## config.mk

```make
export PLATFORM = sky130hd
export DESIGN_NAME = lrba_arbiter
export DESIGN_NICKNAME = d
export VERILOG_FILES = /design/src/verilog/lrba_pkg.sv /design/src/verilog/lrba_arbiter.sv
export SDC_FILE = /design/constraint.sdc
export NUM_CORES = 1
export LEC_CHECK = 0
export ABC_AREA = 1
export BUFFER_PORTS_ARGS = -buffer_cell sky130_fd_sc_hd__buf_2
export CAP_MARGIN = 20
export CORE_MARGIN = 2
export CORE_UTILIZATION = 27
export CTS_CLUSTER_SIZE = 28
export DETAILED_ROUTE_END_ITERATION = 8
export GPL_TIMING_DRIVEN = 0
export PLACE_DENSITY_LB_ADDON = 0.25
export SKIP_CTS_REPAIR_TIMING = 1
export SYNTH_ARGS = -nofsm -noshare
export SYNTH_HDL_FRONTEND = slang
export SYNTH_SLANG_ARGS = --single-unit
```

## constraint.sdc

```tcl
create_clock -name sys_clk -period 9.05 [get_ports sys_clk]
set_clock_uncertainty 0.2 [all_clocks]
set_input_delay 0.905 -clock sys_clk [delete_from_list [all_inputs] [get_ports sys_clk]]
set_output_delay 0.905 -clock sys_clk [all_outputs]
set_load 0.01 [all_outputs]
```

## src/verilog/lrba_pkg.sv

```systemverilog
// lrba_pkg: register map, field layout and shared types of the level-2 ram arbiter
// assumes a 32-bit apb slave whose byte addresses equal the printed offsets
`default_nettype none
package lrba_pkg;
  // ---------------------------------------------------------------------------
  // register byte addresses
  // ---------------------------------------------------------------------------
  localparam logic [31:0] INTERNAL_DMA_CH1_SRC_ADDR = 32'h0182_0108; // channel 1 source
  localparam logic [31:0] INTERNAL_DMA_CH1_DST_ADDR = 32'h0182_010c; // channel 1 destination
  localparam logic [31:0] INTERNAL_DMA_CH1_CNT_ADDR = 32'h0182_0110; // count and priority
  localparam logic [31:0] CORE_ARB_ADDR = 32'h0184_1000; // core priority and wait
  localparam logic [31:0] MST_PRI1_ADDR = 32'h01c1_4114; // master priorities one
  localparam logic [31:0] MST_PRI2_ADDR = 32'h01c1_4118; // master priorities two
  localparam logic [31:0] ARB_STATUS_ADDR = 32'h0184_1004; // grant and counter status
  localparam logic [31:0] DMA_WAIT_ADDR = 32'h0184_1008; // dma wait threshold
  // ---------------------------------------------------------------------------
  // field positions
  // ---------------------------------------------------------------------------
  localparam int PRI_W = 3; // priority level width, 0 is highest
  localparam int INTERNAL_DMA_PRI_SHIFT = 29; // priority field inside count register
  localparam int WAIT_SHIFT = 16; // wait threshold field in core register
  localparam int WAIT_W = 6; // wait threshold width
  localparam int MST_SHIFT = 0; // master 0 priority field inside master register one
  localparam int MST_SEL_SHIFT = 4; // master register two field for master id 1
  localparam logic [PRI_W-1:0] CMD_LEVEL = 3'h7; // internal command logic level
  // ---------------------------------------------------------------------------
  // reset values
  // ---------------------------------------------------------------------------
  localparam logic [31:0] CORE_ARB_RST = 32'h0010_0001; // core level 1, wait 16
  localparam logic [31:0] INTERNAL_DMA_CNT_RST = 32'h0000_0000; // channel 1 level 0
  localparam logic [31:0] MST_PRI_RST = 32'h0000_0044; // masters at level 4
  localparam logic [31:0] DMA_WAIT_RST = 32'h0000_0010; // dma wait 16
  localparam logic [31:0] ZERO_RST = 32'h0000_0000;
  // ---------------------------------------------------------------------------
  // types
  // ---------------------------------------------------------------------------
  typedef struct packed {
    logic core; // processor core
    logic dma; // internal or slave-port dma
  } lrba_req_t;
  typedef enum logic [1:0] {
    LRBA_NONE,
    LRBA_CORE,
    LRBA_DMA
  } lrba_owner_t;
endpackage : lrba_pkg
`default_nettype wire

```

## src/verilog/lrba_arbiter.sv

```systemverilog
// lrba_arbiter: bandwidth manager sharing level-2 ram slots between core and dma
// assumes same-clock request lines held until granted and an apb master on sys_clk
//
// Our own choice: the APB interface to the registers.
`default_nettype none
module lrba_arbiter (
  input wire logic sys_clk,
  input wire logic resetn,
  input wire logic [31:0] paddr,
  input wire logic psel,
  input wire logic penable,
  input wire logic pwrite,
  input wire logic [31:0] pwdata,
  output logic [31:0] prdata,
  output logic pready,
  output logic pslverr,
  input wire logic core_req,
  input wire logic internal_dma_req,
  input wire logic slave_dma_port_req,
  input wire logic slave_dma_port_master,
  output logic core_gnt,
  output logic dma_gnt,
  output logic internal_dma_sel
);
  // ---------------------------------------------------------------------------
  // reset release
  // ---------------------------------------------------------------------------
  logic rst_meta_r; // first release stage
  logic rst_n_r; // released reset used everywhere
  // two-stage release of the asynchronous reset
  always_ff @(posedge sys_clk or negedge resetn) begin
    if (!resetn) begin
      rst_meta_r <= 1'b0;
      rst_n_r <= 1'b0;
    end else begin
      rst_meta_r <= 1'b1;
      rst_n_r <= rst_meta_r;
    end
  end

  // ---------------------------------------------------------------------------
  // registers
  // ---------------------------------------------------------------------------
  logic [31:0] src_r; // channel 1 source
  logic [31:0] dst_r; // channel 1 destination
  logic [31:0] cnt_r; // channel 1 size and priority
  logic [31:0] core_arb_r; // core priority and wait
  logic [31:0] mst1_r; // master priority one
  logic [31:0] mst2_r; // master priority two
  logic [31:0] dma_wait_r; // dma wait threshold
  logic [lrba_pkg::WAIT_W-1:0] core_cnt_r; // core contention counter
  logic [lrba_pkg::WAIT_W-1:0] dma_cnt_r; // dma contention counter
  logic last_core_r; // last slot contested by a dma request went to core
  logic wr_en; // write strobe at access completion
  logic rd_en; // read strobe at access completion

  assign wr_en = psel && penable && pwrite && pready;
  assign rd_en = psel && penable && !pwrite && pready;

  // apb write path
  always_ff @(posedge sys_clk or negedge rst_n_r) begin
    if (!rst_n_r) begin
      src_r <= lrba_pkg::ZERO_RST;
      dst_r <= lrba_pkg::ZERO_RST;
      cnt_r <= lrba_pkg::INTERNAL_DMA_CNT_RST;
      core_arb_r <= lrba_pkg::CORE_ARB_RST;
      mst1_r <= lrba_pkg::MST_PRI_RST;
      mst2_r <= lrba_pkg::MST_PRI_RST;
      dma_wait_r <= lrba_pkg::DMA_WAIT_RST;
    end else if (wr_en) begin
      unique case (paddr)
        lrba_pkg::INTERNAL_DMA_CH1_SRC_ADDR: src_r <= pwdata;
        lrba_pkg::INTERNAL_DMA_CH1_DST_ADDR: dst_r <= pwdata;
        lrba_pkg::INTERNAL_DMA_CH1_CNT_ADDR: cnt_r <= pwdata;
        lrba_pkg::CORE_ARB_ADDR: core_arb_r <= pwdata;
        lrba_pkg::MST_PRI1_ADDR: mst1_r <= pwdata;
        lrba_pkg::MST_PRI2_ADDR: mst2_r <= pwdata;
        lrba_pkg::DMA_WAIT_ADDR: dma_wait_r <= pwdata;
        default: ; // unmapped writes are dropped and flagged
      endcase
    end
  end

  // decode for mapped addresses
  function automatic logic is_mapped(input logic [31:0] a);
    is_mapped = (a == lrba_pkg::INTERNAL_DMA_CH1_SRC_ADDR) || (a == lrba_pkg::INTERNAL_DMA_CH1_DST_ADDR)
             || (a == lrba_pkg::INTERNAL_DMA_CH1_CNT_ADDR) || (a == lrba_pkg::CORE_ARB_ADDR)
             || (a == lrba_pkg::MST_PRI1_ADDR) || (a == lrba_pkg::MST_PRI2_ADDR)
             || (a == lrba_pkg::ARB_STATUS_ADDR) || (a == lrba_pkg::DMA_WAIT_ADDR);
  endfunction : is_mapped

  // apb handshake: one wait state, answer in the second access cycle
  always_ff @(posedge sys_clk or negedge rst_n_r) begin
    if (!rst_n_r) begin
      pready <= 1'b0;
      pslverr <= 1'b0;
    end else begin
      pready <= psel && penable && !pready;
      pslverr <= psel && penable && !pready && !is_mapped(paddr);
    end
  end

  // read data registered alongside pready
  always_ff @(posedge sys_clk or negedge rst_n_r) begin
    if (!rst_n_r) begin
      prdata <= 32'h0000_0000;
    end else if (psel && penable && !pready) begin
      unique case (paddr)
        lrba_pkg::INTERNAL_DMA_CH1_SRC_ADDR: prdata <= src_r;
        lrba_pkg::INTERNAL_DMA_CH1_DST_ADDR: prdata <= dst_r;
        lrba_pkg::INTERNAL_DMA_CH1_CNT_ADDR: prdata <= cnt_r;
        lrba_pkg::CORE_ARB_ADDR: prdata <= core_arb_r;
        lrba_pkg::MST_PRI1_ADDR: prdata <= mst1_r;
        lrba_pkg::MST_PRI2_ADDR: prdata <= mst2_r;
        lrba_pkg::DMA_WAIT_ADDR: prdata <= dma_wait_r;
        // status word: core counter 17:12, dma counter 9:4, tie and grant flags 3:0
        lrba_pkg::ARB_STATUS_ADDR: prdata <= {14'h0000, core_cnt_r, 2'h0, dma_cnt_r,
                                             last_core_r, core_gnt, dma_gnt, internal_dma_sel};
        default: prdata <= 32'h0000_0000;
      endcase
    end
  end

  // ---------------------------------------------------------------------------
  // priority sources
  // ---------------------------------------------------------------------------
  logic [lrba_pkg::PRI_W-1:0] core_pri; // core level
  logic [lrba_pkg::PRI_W-1:0] internal_dma_pri; // channel 1 level
  logic [lrba_pkg::PRI_W-1:0] slave_dma_port_pri; // slave-port level of the active master
  logic [lrba_pkg::PRI_W-1:0] dma_pri; // merged dma level
  logic [lrba_pkg::WAIT_W-1:0] core_wait; // core wait threshold
  logic [lrba_pkg::WAIT_W-1:0] dma_wait; // dma wait threshold
  logic dma_any; // any non-core request
  logic dma_stall; // command logic holds the slave port

  assign core_pri = core_arb_r[lrba_pkg::PRI_W-1:0];
  assign internal_dma_pri = cnt_r[lrba_pkg::INTERNAL_DMA_PRI_SHIFT +: lrba_pkg::PRI_W];
  // master 0 priority from register one, master 1 from register two
  assign slave_dma_port_pri = slave_dma_port_master ? mst2_r[lrba_pkg::MST_SEL_SHIFT +: lrba_pkg::PRI_W]
                                : mst1_r[lrba_pkg::MST_SHIFT +: lrba_pkg::PRI_W];
  assign core_wait = core_arb_r[lrba_pkg::WAIT_SHIFT +: lrba_pkg::WAIT_W];
  assign dma_wait = dma_wait_r[lrba_pkg::WAIT_W-1:0];
  // internal_dma and slave port merge into one dma requester, better level wins
  // equal levels take internal_dma with no lost slot
  always_comb begin
    if (internal_dma_req && (!slave_dma_port_req || internal_dma_pri <= slave_dma_port_pri)) begin
      dma_pri = internal_dma_pri;
    end else begin
      dma_pri = slave_dma_port_pri;
    end
  end
  assign dma_any = internal_dma_req || slave_dma_port_req;
  // slave traffic stalls while core requests on the command level and internal_dma is idle
  assign dma_stall = slave_dma_port_req && !internal_dma_req && (core_pri == lrba_pkg::CMD_LEVEL) && core_req;

  // ---------------------------------------------------------------------------
  // arbitration
  // ---------------------------------------------------------------------------
  logic dma_ok; // dma may compete this slot
  logic core_win; // core takes the slot
  logic dma_win; // dma takes the slot
  logic core_due; // core counter at threshold
  logic dma_due; // dma counter at threshold

  assign dma_ok = dma_any && !dma_stall;
  assign core_due = core_req && (core_cnt_r >= core_wait);
  assign dma_due = dma_ok && (dma_cnt_r >= dma_wait);

  // slot decision
  always_comb begin
    core_win = 1'b0;
    dma_win = 1'b0;
    if (dma_due && !core_due) begin
      dma_win = 1'b1; // starved dma forced in
    end else if (core_due && !dma_due) begin
      core_win = 1'b1;
    end else if (core_req && dma_ok) begin
      if (core_pri < dma_pri) begin
        core_win = 1'b1;
      end else if (dma_pri < core_pri) begin
        dma_win = 1'b1;
      end else begin
        core_win = !last_core_r; // alternate on ties
        dma_win = last_core_r;
      end
    end else begin
      core_win = core_req;
      dma_win = dma_ok;
    end
  end

  // tie alternation memory
  always_ff @(posedge sys_clk or negedge rst_n_r) begin
    if (!rst_n_r) begin
      last_core_r <= 1'b0;
    end else if (core_win && dma_any) begin
      last_core_r <= 1'b1;
    end else if (dma_win && core_req) begin
      last_core_r <= 1'b0;
    end
  end

  // contention counters, clear on grant, saturate at top
  always_ff @(posedge sys_clk or negedge rst_n_r) begin
    if (!rst_n_r) begin
      core_cnt_r <= '0;
      dma_cnt_r <= '0;
    end else begin
      if (core_win || !core_req) begin
        core_cnt_r <= '0;
      end else if (core_cnt_r != '1) begin
        core_cnt_r <= core_cnt_r + 1'b1;
      end
      if (dma_win || !dma_any) begin
        dma_cnt_r <= '0;
      end else if (dma_cnt_r != '1) begin
        dma_cnt_r <= dma_cnt_r + 1'b1;
      end
    end
  end

  // registered grants
  always_ff @(posedge sys_clk or negedge rst_n_r) begin
    if (!rst_n_r) begin
      core_gnt <= 1'b0;
      dma_gnt <= 1'b0;
      internal_dma_sel <= 1'b0;
    end else begin
      core_gnt <= core_win;
      dma_gnt <= dma_win;
      internal_dma_sel <= dma_win && internal_dma_req && (!slave_dma_port_req || internal_dma_pri <= slave_dma_port_pri);
    end
  end

  // ---------------------------------------------------------------------------
  // checks
  // ---------------------------------------------------------------------------
  AST_ONE_OWNER: assert property (@(posedge sys_clk) disable iff (!rst_n_r)
    !(core_gnt && dma_gnt)) else $error("both sides granted");
  AST_DMA_AS_ONE: assert property (@(posedge sys_clk) disable iff (!rst_n_r)
    (slave_dma_port_req && !core_req && !internal_dma_req) |=> dma_gnt) else $error("lone slave dma not granted");
  AST_COUNT_UP: assert property (@(posedge sys_clk) disable iff (!rst_n_r)
    (core_req && !core_win && core_cnt_r < core_wait) |=> core_cnt_r == $past(core_cnt_r) + 1'b1)
    else $error("core counter did not count");
  AST_STARVE: assert property (@(posedge sys_clk) disable iff (!rst_n_r)
    (dma_due && !core_due) |=> dma_gnt) else $error("due dma not granted");
  AST_TIE: assert property (@(posedge sys_clk) disable iff (!rst_n_r)
    (core_win && dma_ok && core_pri == dma_pri && !core_due && !dma_due) ##1
    (core_req && dma_ok && core_pri == dma_pri && !core_due && !dma_due) |=> dma_gnt)
    else $error("tie did not alternate");
  AST_CMD_STALL: assert property (@(posedge sys_clk) disable iff (!rst_n_r)
    dma_stall |=> !dma_gnt) else $error("slave dma passed command level");
  AST_HIGH_WINS: assert property (@(posedge sys_clk) disable iff (!rst_n_r)
    (core_req && dma_ok && core_pri < dma_pri && !dma_due) |=> core_gnt)
    else $error("higher core lost");
  AST_CLEAR: assert property (@(posedge sys_clk) disable iff (!rst_n_r)
    dma_win |=> dma_cnt_r == '0) else $error("dma counter not cleared");
endmodule : lrba_arbiter
`default_nettype wire

```

==> flow_summary.ini <==
[routing]
dr.pass1.iters = 8
route.detailed.drc = 0
vias = 11818
routed_wl_microns = 44860
vias_per_cell = 4.651
detail_route.wl_per_cell_microns = 17.65
drt_iter0_drc = 861
drtAntennaViolNets = 0

[floorplanning]
ios = 110
core_sq_um = 49860
dieArea_sq_um = 51930
die_width_microns = 227.9
die_h_microns = 227.9
start_util = 0.2714
row_count = 82

[grt]
globalRouteOverflowTotal = 0
antenna_found_initial = 0
first_global_vias = 11916
grt_max_degree = 69
grt.total_usage = 0.1746
grt_pass1_wl_microns = 70540

[layout]
final_util = 0.3245
final_cell_mix = nand2_1, dfrtp_1, nand3_1
layout-drive-gt1-share = 0.1541
diodes = 0
syn_to_final_growth_pct = 19.56
final_nets = 1935
layout_commonest_cell = nand2_1

[worst_setup_path]
startpoint = slave_dma_port_master
cp.arrival_ns = 3.56
worst_path_largest_cell_delay_ns = 0.32
r2r-start = mst2_r[6]
required_ns = 9.27
end_kind = flop
crit_buf_inv = 1
critPathKind = in -> reg
critPathTopFamily = simple AND/OR/NAND/NOR gates
cp_max_fo = 7
path_cells = buf_2, mux2i_1, ha_1, a21oi_1, o21ai_0, nand3_1, nand2_1, nor2_1, a21oi_1, ha_1, a21oi_1, o21ai_0, o21ai_0, o21ai_0, nand2_1, nand3_1, nand2_1, nand2_1
cp-start-kind = input pin
critPathSlowestCell = ha_1

[sta]
hold_viol = 0
fmax_mhz = 299.3
finalSetupViolations = 0
final.min_clock_period_ns = 3.342
worstMarginPinSlew_ns = 0.8849
rsz0062_at_grt = no
hold_slack_ns = 0.1486
slew_violations = 0
tns_ns = 0
maxSlewHeadroom = 0.4079
fin_crit_sh = 0.3692

[flow_run]
maxCapViolations = 0

[logic_synthesis]
async_flop_share = 1.000
synth-seq-cells = 276
synth_warnings = 0
yosysUniqueCellTypes = 32
synth_fp_nets = 1784
syn_avg_cell_area_sq_um = 8.003
syn_area_sq_um = 13530
synth-main-ff-cell = dfrtp_1
synth_enable_flop_cells = 0
seq_area_frac_synth = 0.5110
netlist_instances = 1691

[worst_hold_path]
hold_path.class = reg -> reg
hold_start = rst_meta_r

[power]
ir_drop_uv = 114.6
power.total_w = 0.002776
powerDensity_nw_per_um2 = 171.6
leakagePower_nw = 8.224

[clock_network]
htreeDepth = 2
cts_buffers = 35
cts_tree = built
clkTransAtPathRegs_ns = 0.06
ctsRootBufferMaster = clkbuf_16
cts_buffer_depth = 3
clock_latency_ns = 0.55
clock-sinks = 276

[placement]
port_buffers = 109
dp_hpwl_microns = 32530
place_congestion = 0.8248

[status]
status = finished, final reports clean
stage by stage:
| step | std cells | worst slack [ns] | area (sq um) |
|---|---|---|---|
| final | 2541 | 5.708 | 16180 |
| after global routing | 2541 | 5.348 | 16180 |
| after CTS | 2540 | 5.716 | 16170 |
| after detailed placement | 2476 | 5.155 | 15030 |
| after global placement | 2472 | -3.033 | 14920 |
| after floorplan | 1691 | 0.6009 | 13530 |
layer usage:
layer | vias up | track usage | share of wire
met5 | - | 0 | 0
met4 | 0 | 0.05290 | 0.026
met3 | 76 | 0.03788 | 0.059
met2 | 308 | 0.2772 | 0.45
met1 | 5650 | 0.2382 | 0.46
li1 | 5784 | - | -
power breakdown:
part	leakage, nW	internal (W)	total (W)	switching (W)
Clock	0.554	0.000832	0.00140	0.000566
Combinational	3.86	0.0000354	0.000120	0.0000844
Sequential	3.81	0.00124	0.00126	0.0000157
Total	8.22	0.00211	0.00278	0.000666
worst paths after layout:
| path | to | slack (ns) | depth (start not counted) |
|---|---|---|---|
| max in group asynchronous | core_arb_r[20] | 7.03 | 3 |
| hold / removal | rst_n_r | 0.15 | 0 |
| setup / recovery | last_core_r | 5.71 | 18 |
| setup reg to reg | last_core_r | 5.75 | 17 |
| hold reg to reg | rst_n_r | 0.15 | 0 |
| min in group asynchronous | dst_r[9] | 0.22 | 0 |
cell usage after synthesis (3+ instances only):
library cell | instances | area, sq um
dfrtp_1 | 269 | 6731
nor2_4 | 10 | 112.6
nand3_1 | 234 | 1171
o21ai_0 | 58 | 290.3
o21ai_1 | 182 | 910.9
buf_2 | 57 | 285.3
inv_1 | 112 | 420.4
nand2_2 | 3 | 18.77
mux2i_1 | 4 | 40.04
nand2_1 | 542 | 2034
nand3_4 | 7 | 122.6
a21oi_1 | 7 | 35.03
clkbuf_1 | 10 | 37.54
dfstp_2 | 7 | 183.9
ha_1 | 20 | 250.2
nor2_2 | 5 | 31.28
buf_6 | 8 | 90.09
a21boi_0 | 3 | 22.52
buf_4 | 18 | 135.1
nor2_1 | 117 | 439.2
cells by family after synthesis:
family	synth area share
buffers and inverters	0.07295
adder cells (fa/ha/maj)	0.01849
multiplexers	0.002959
AO/OA/AOI/OAI	0.09486
flip-flops	0.5110
AND/OR/NAND/NOR	0.2969
XOR/XNOR	0.002589
other	0.0002771
sequential cells by signal (all words and copies together) (netlist names), 6 cells and up:
name and cells:
cnt_r 32, core_arb_r 32, core_cnt_r 6, dma_cnt_r 6, dma_wait_r 32, dst_r 32
mst1_r 32, mst2_r 32, prdata 32, src_r 32
layout make-up:
| class | instances | area [sq um] |
|---|---|---|
| fillers | 5378 | 33680 |
| well taps | 672 | 840.8 |
| plain buffers | 94 | 563.0 |
| clock buffers | 53 | 1005 |
| repair buffers | 114 | 665.6 |
| clock inverters | 11 | 132.6 |
| flip-flops and latches | 276 | 6919 |
| inverters | 113 | 424.2 |
| multi-input cells | 1208 | 5630 |
(Power assumes the default switching activity.)
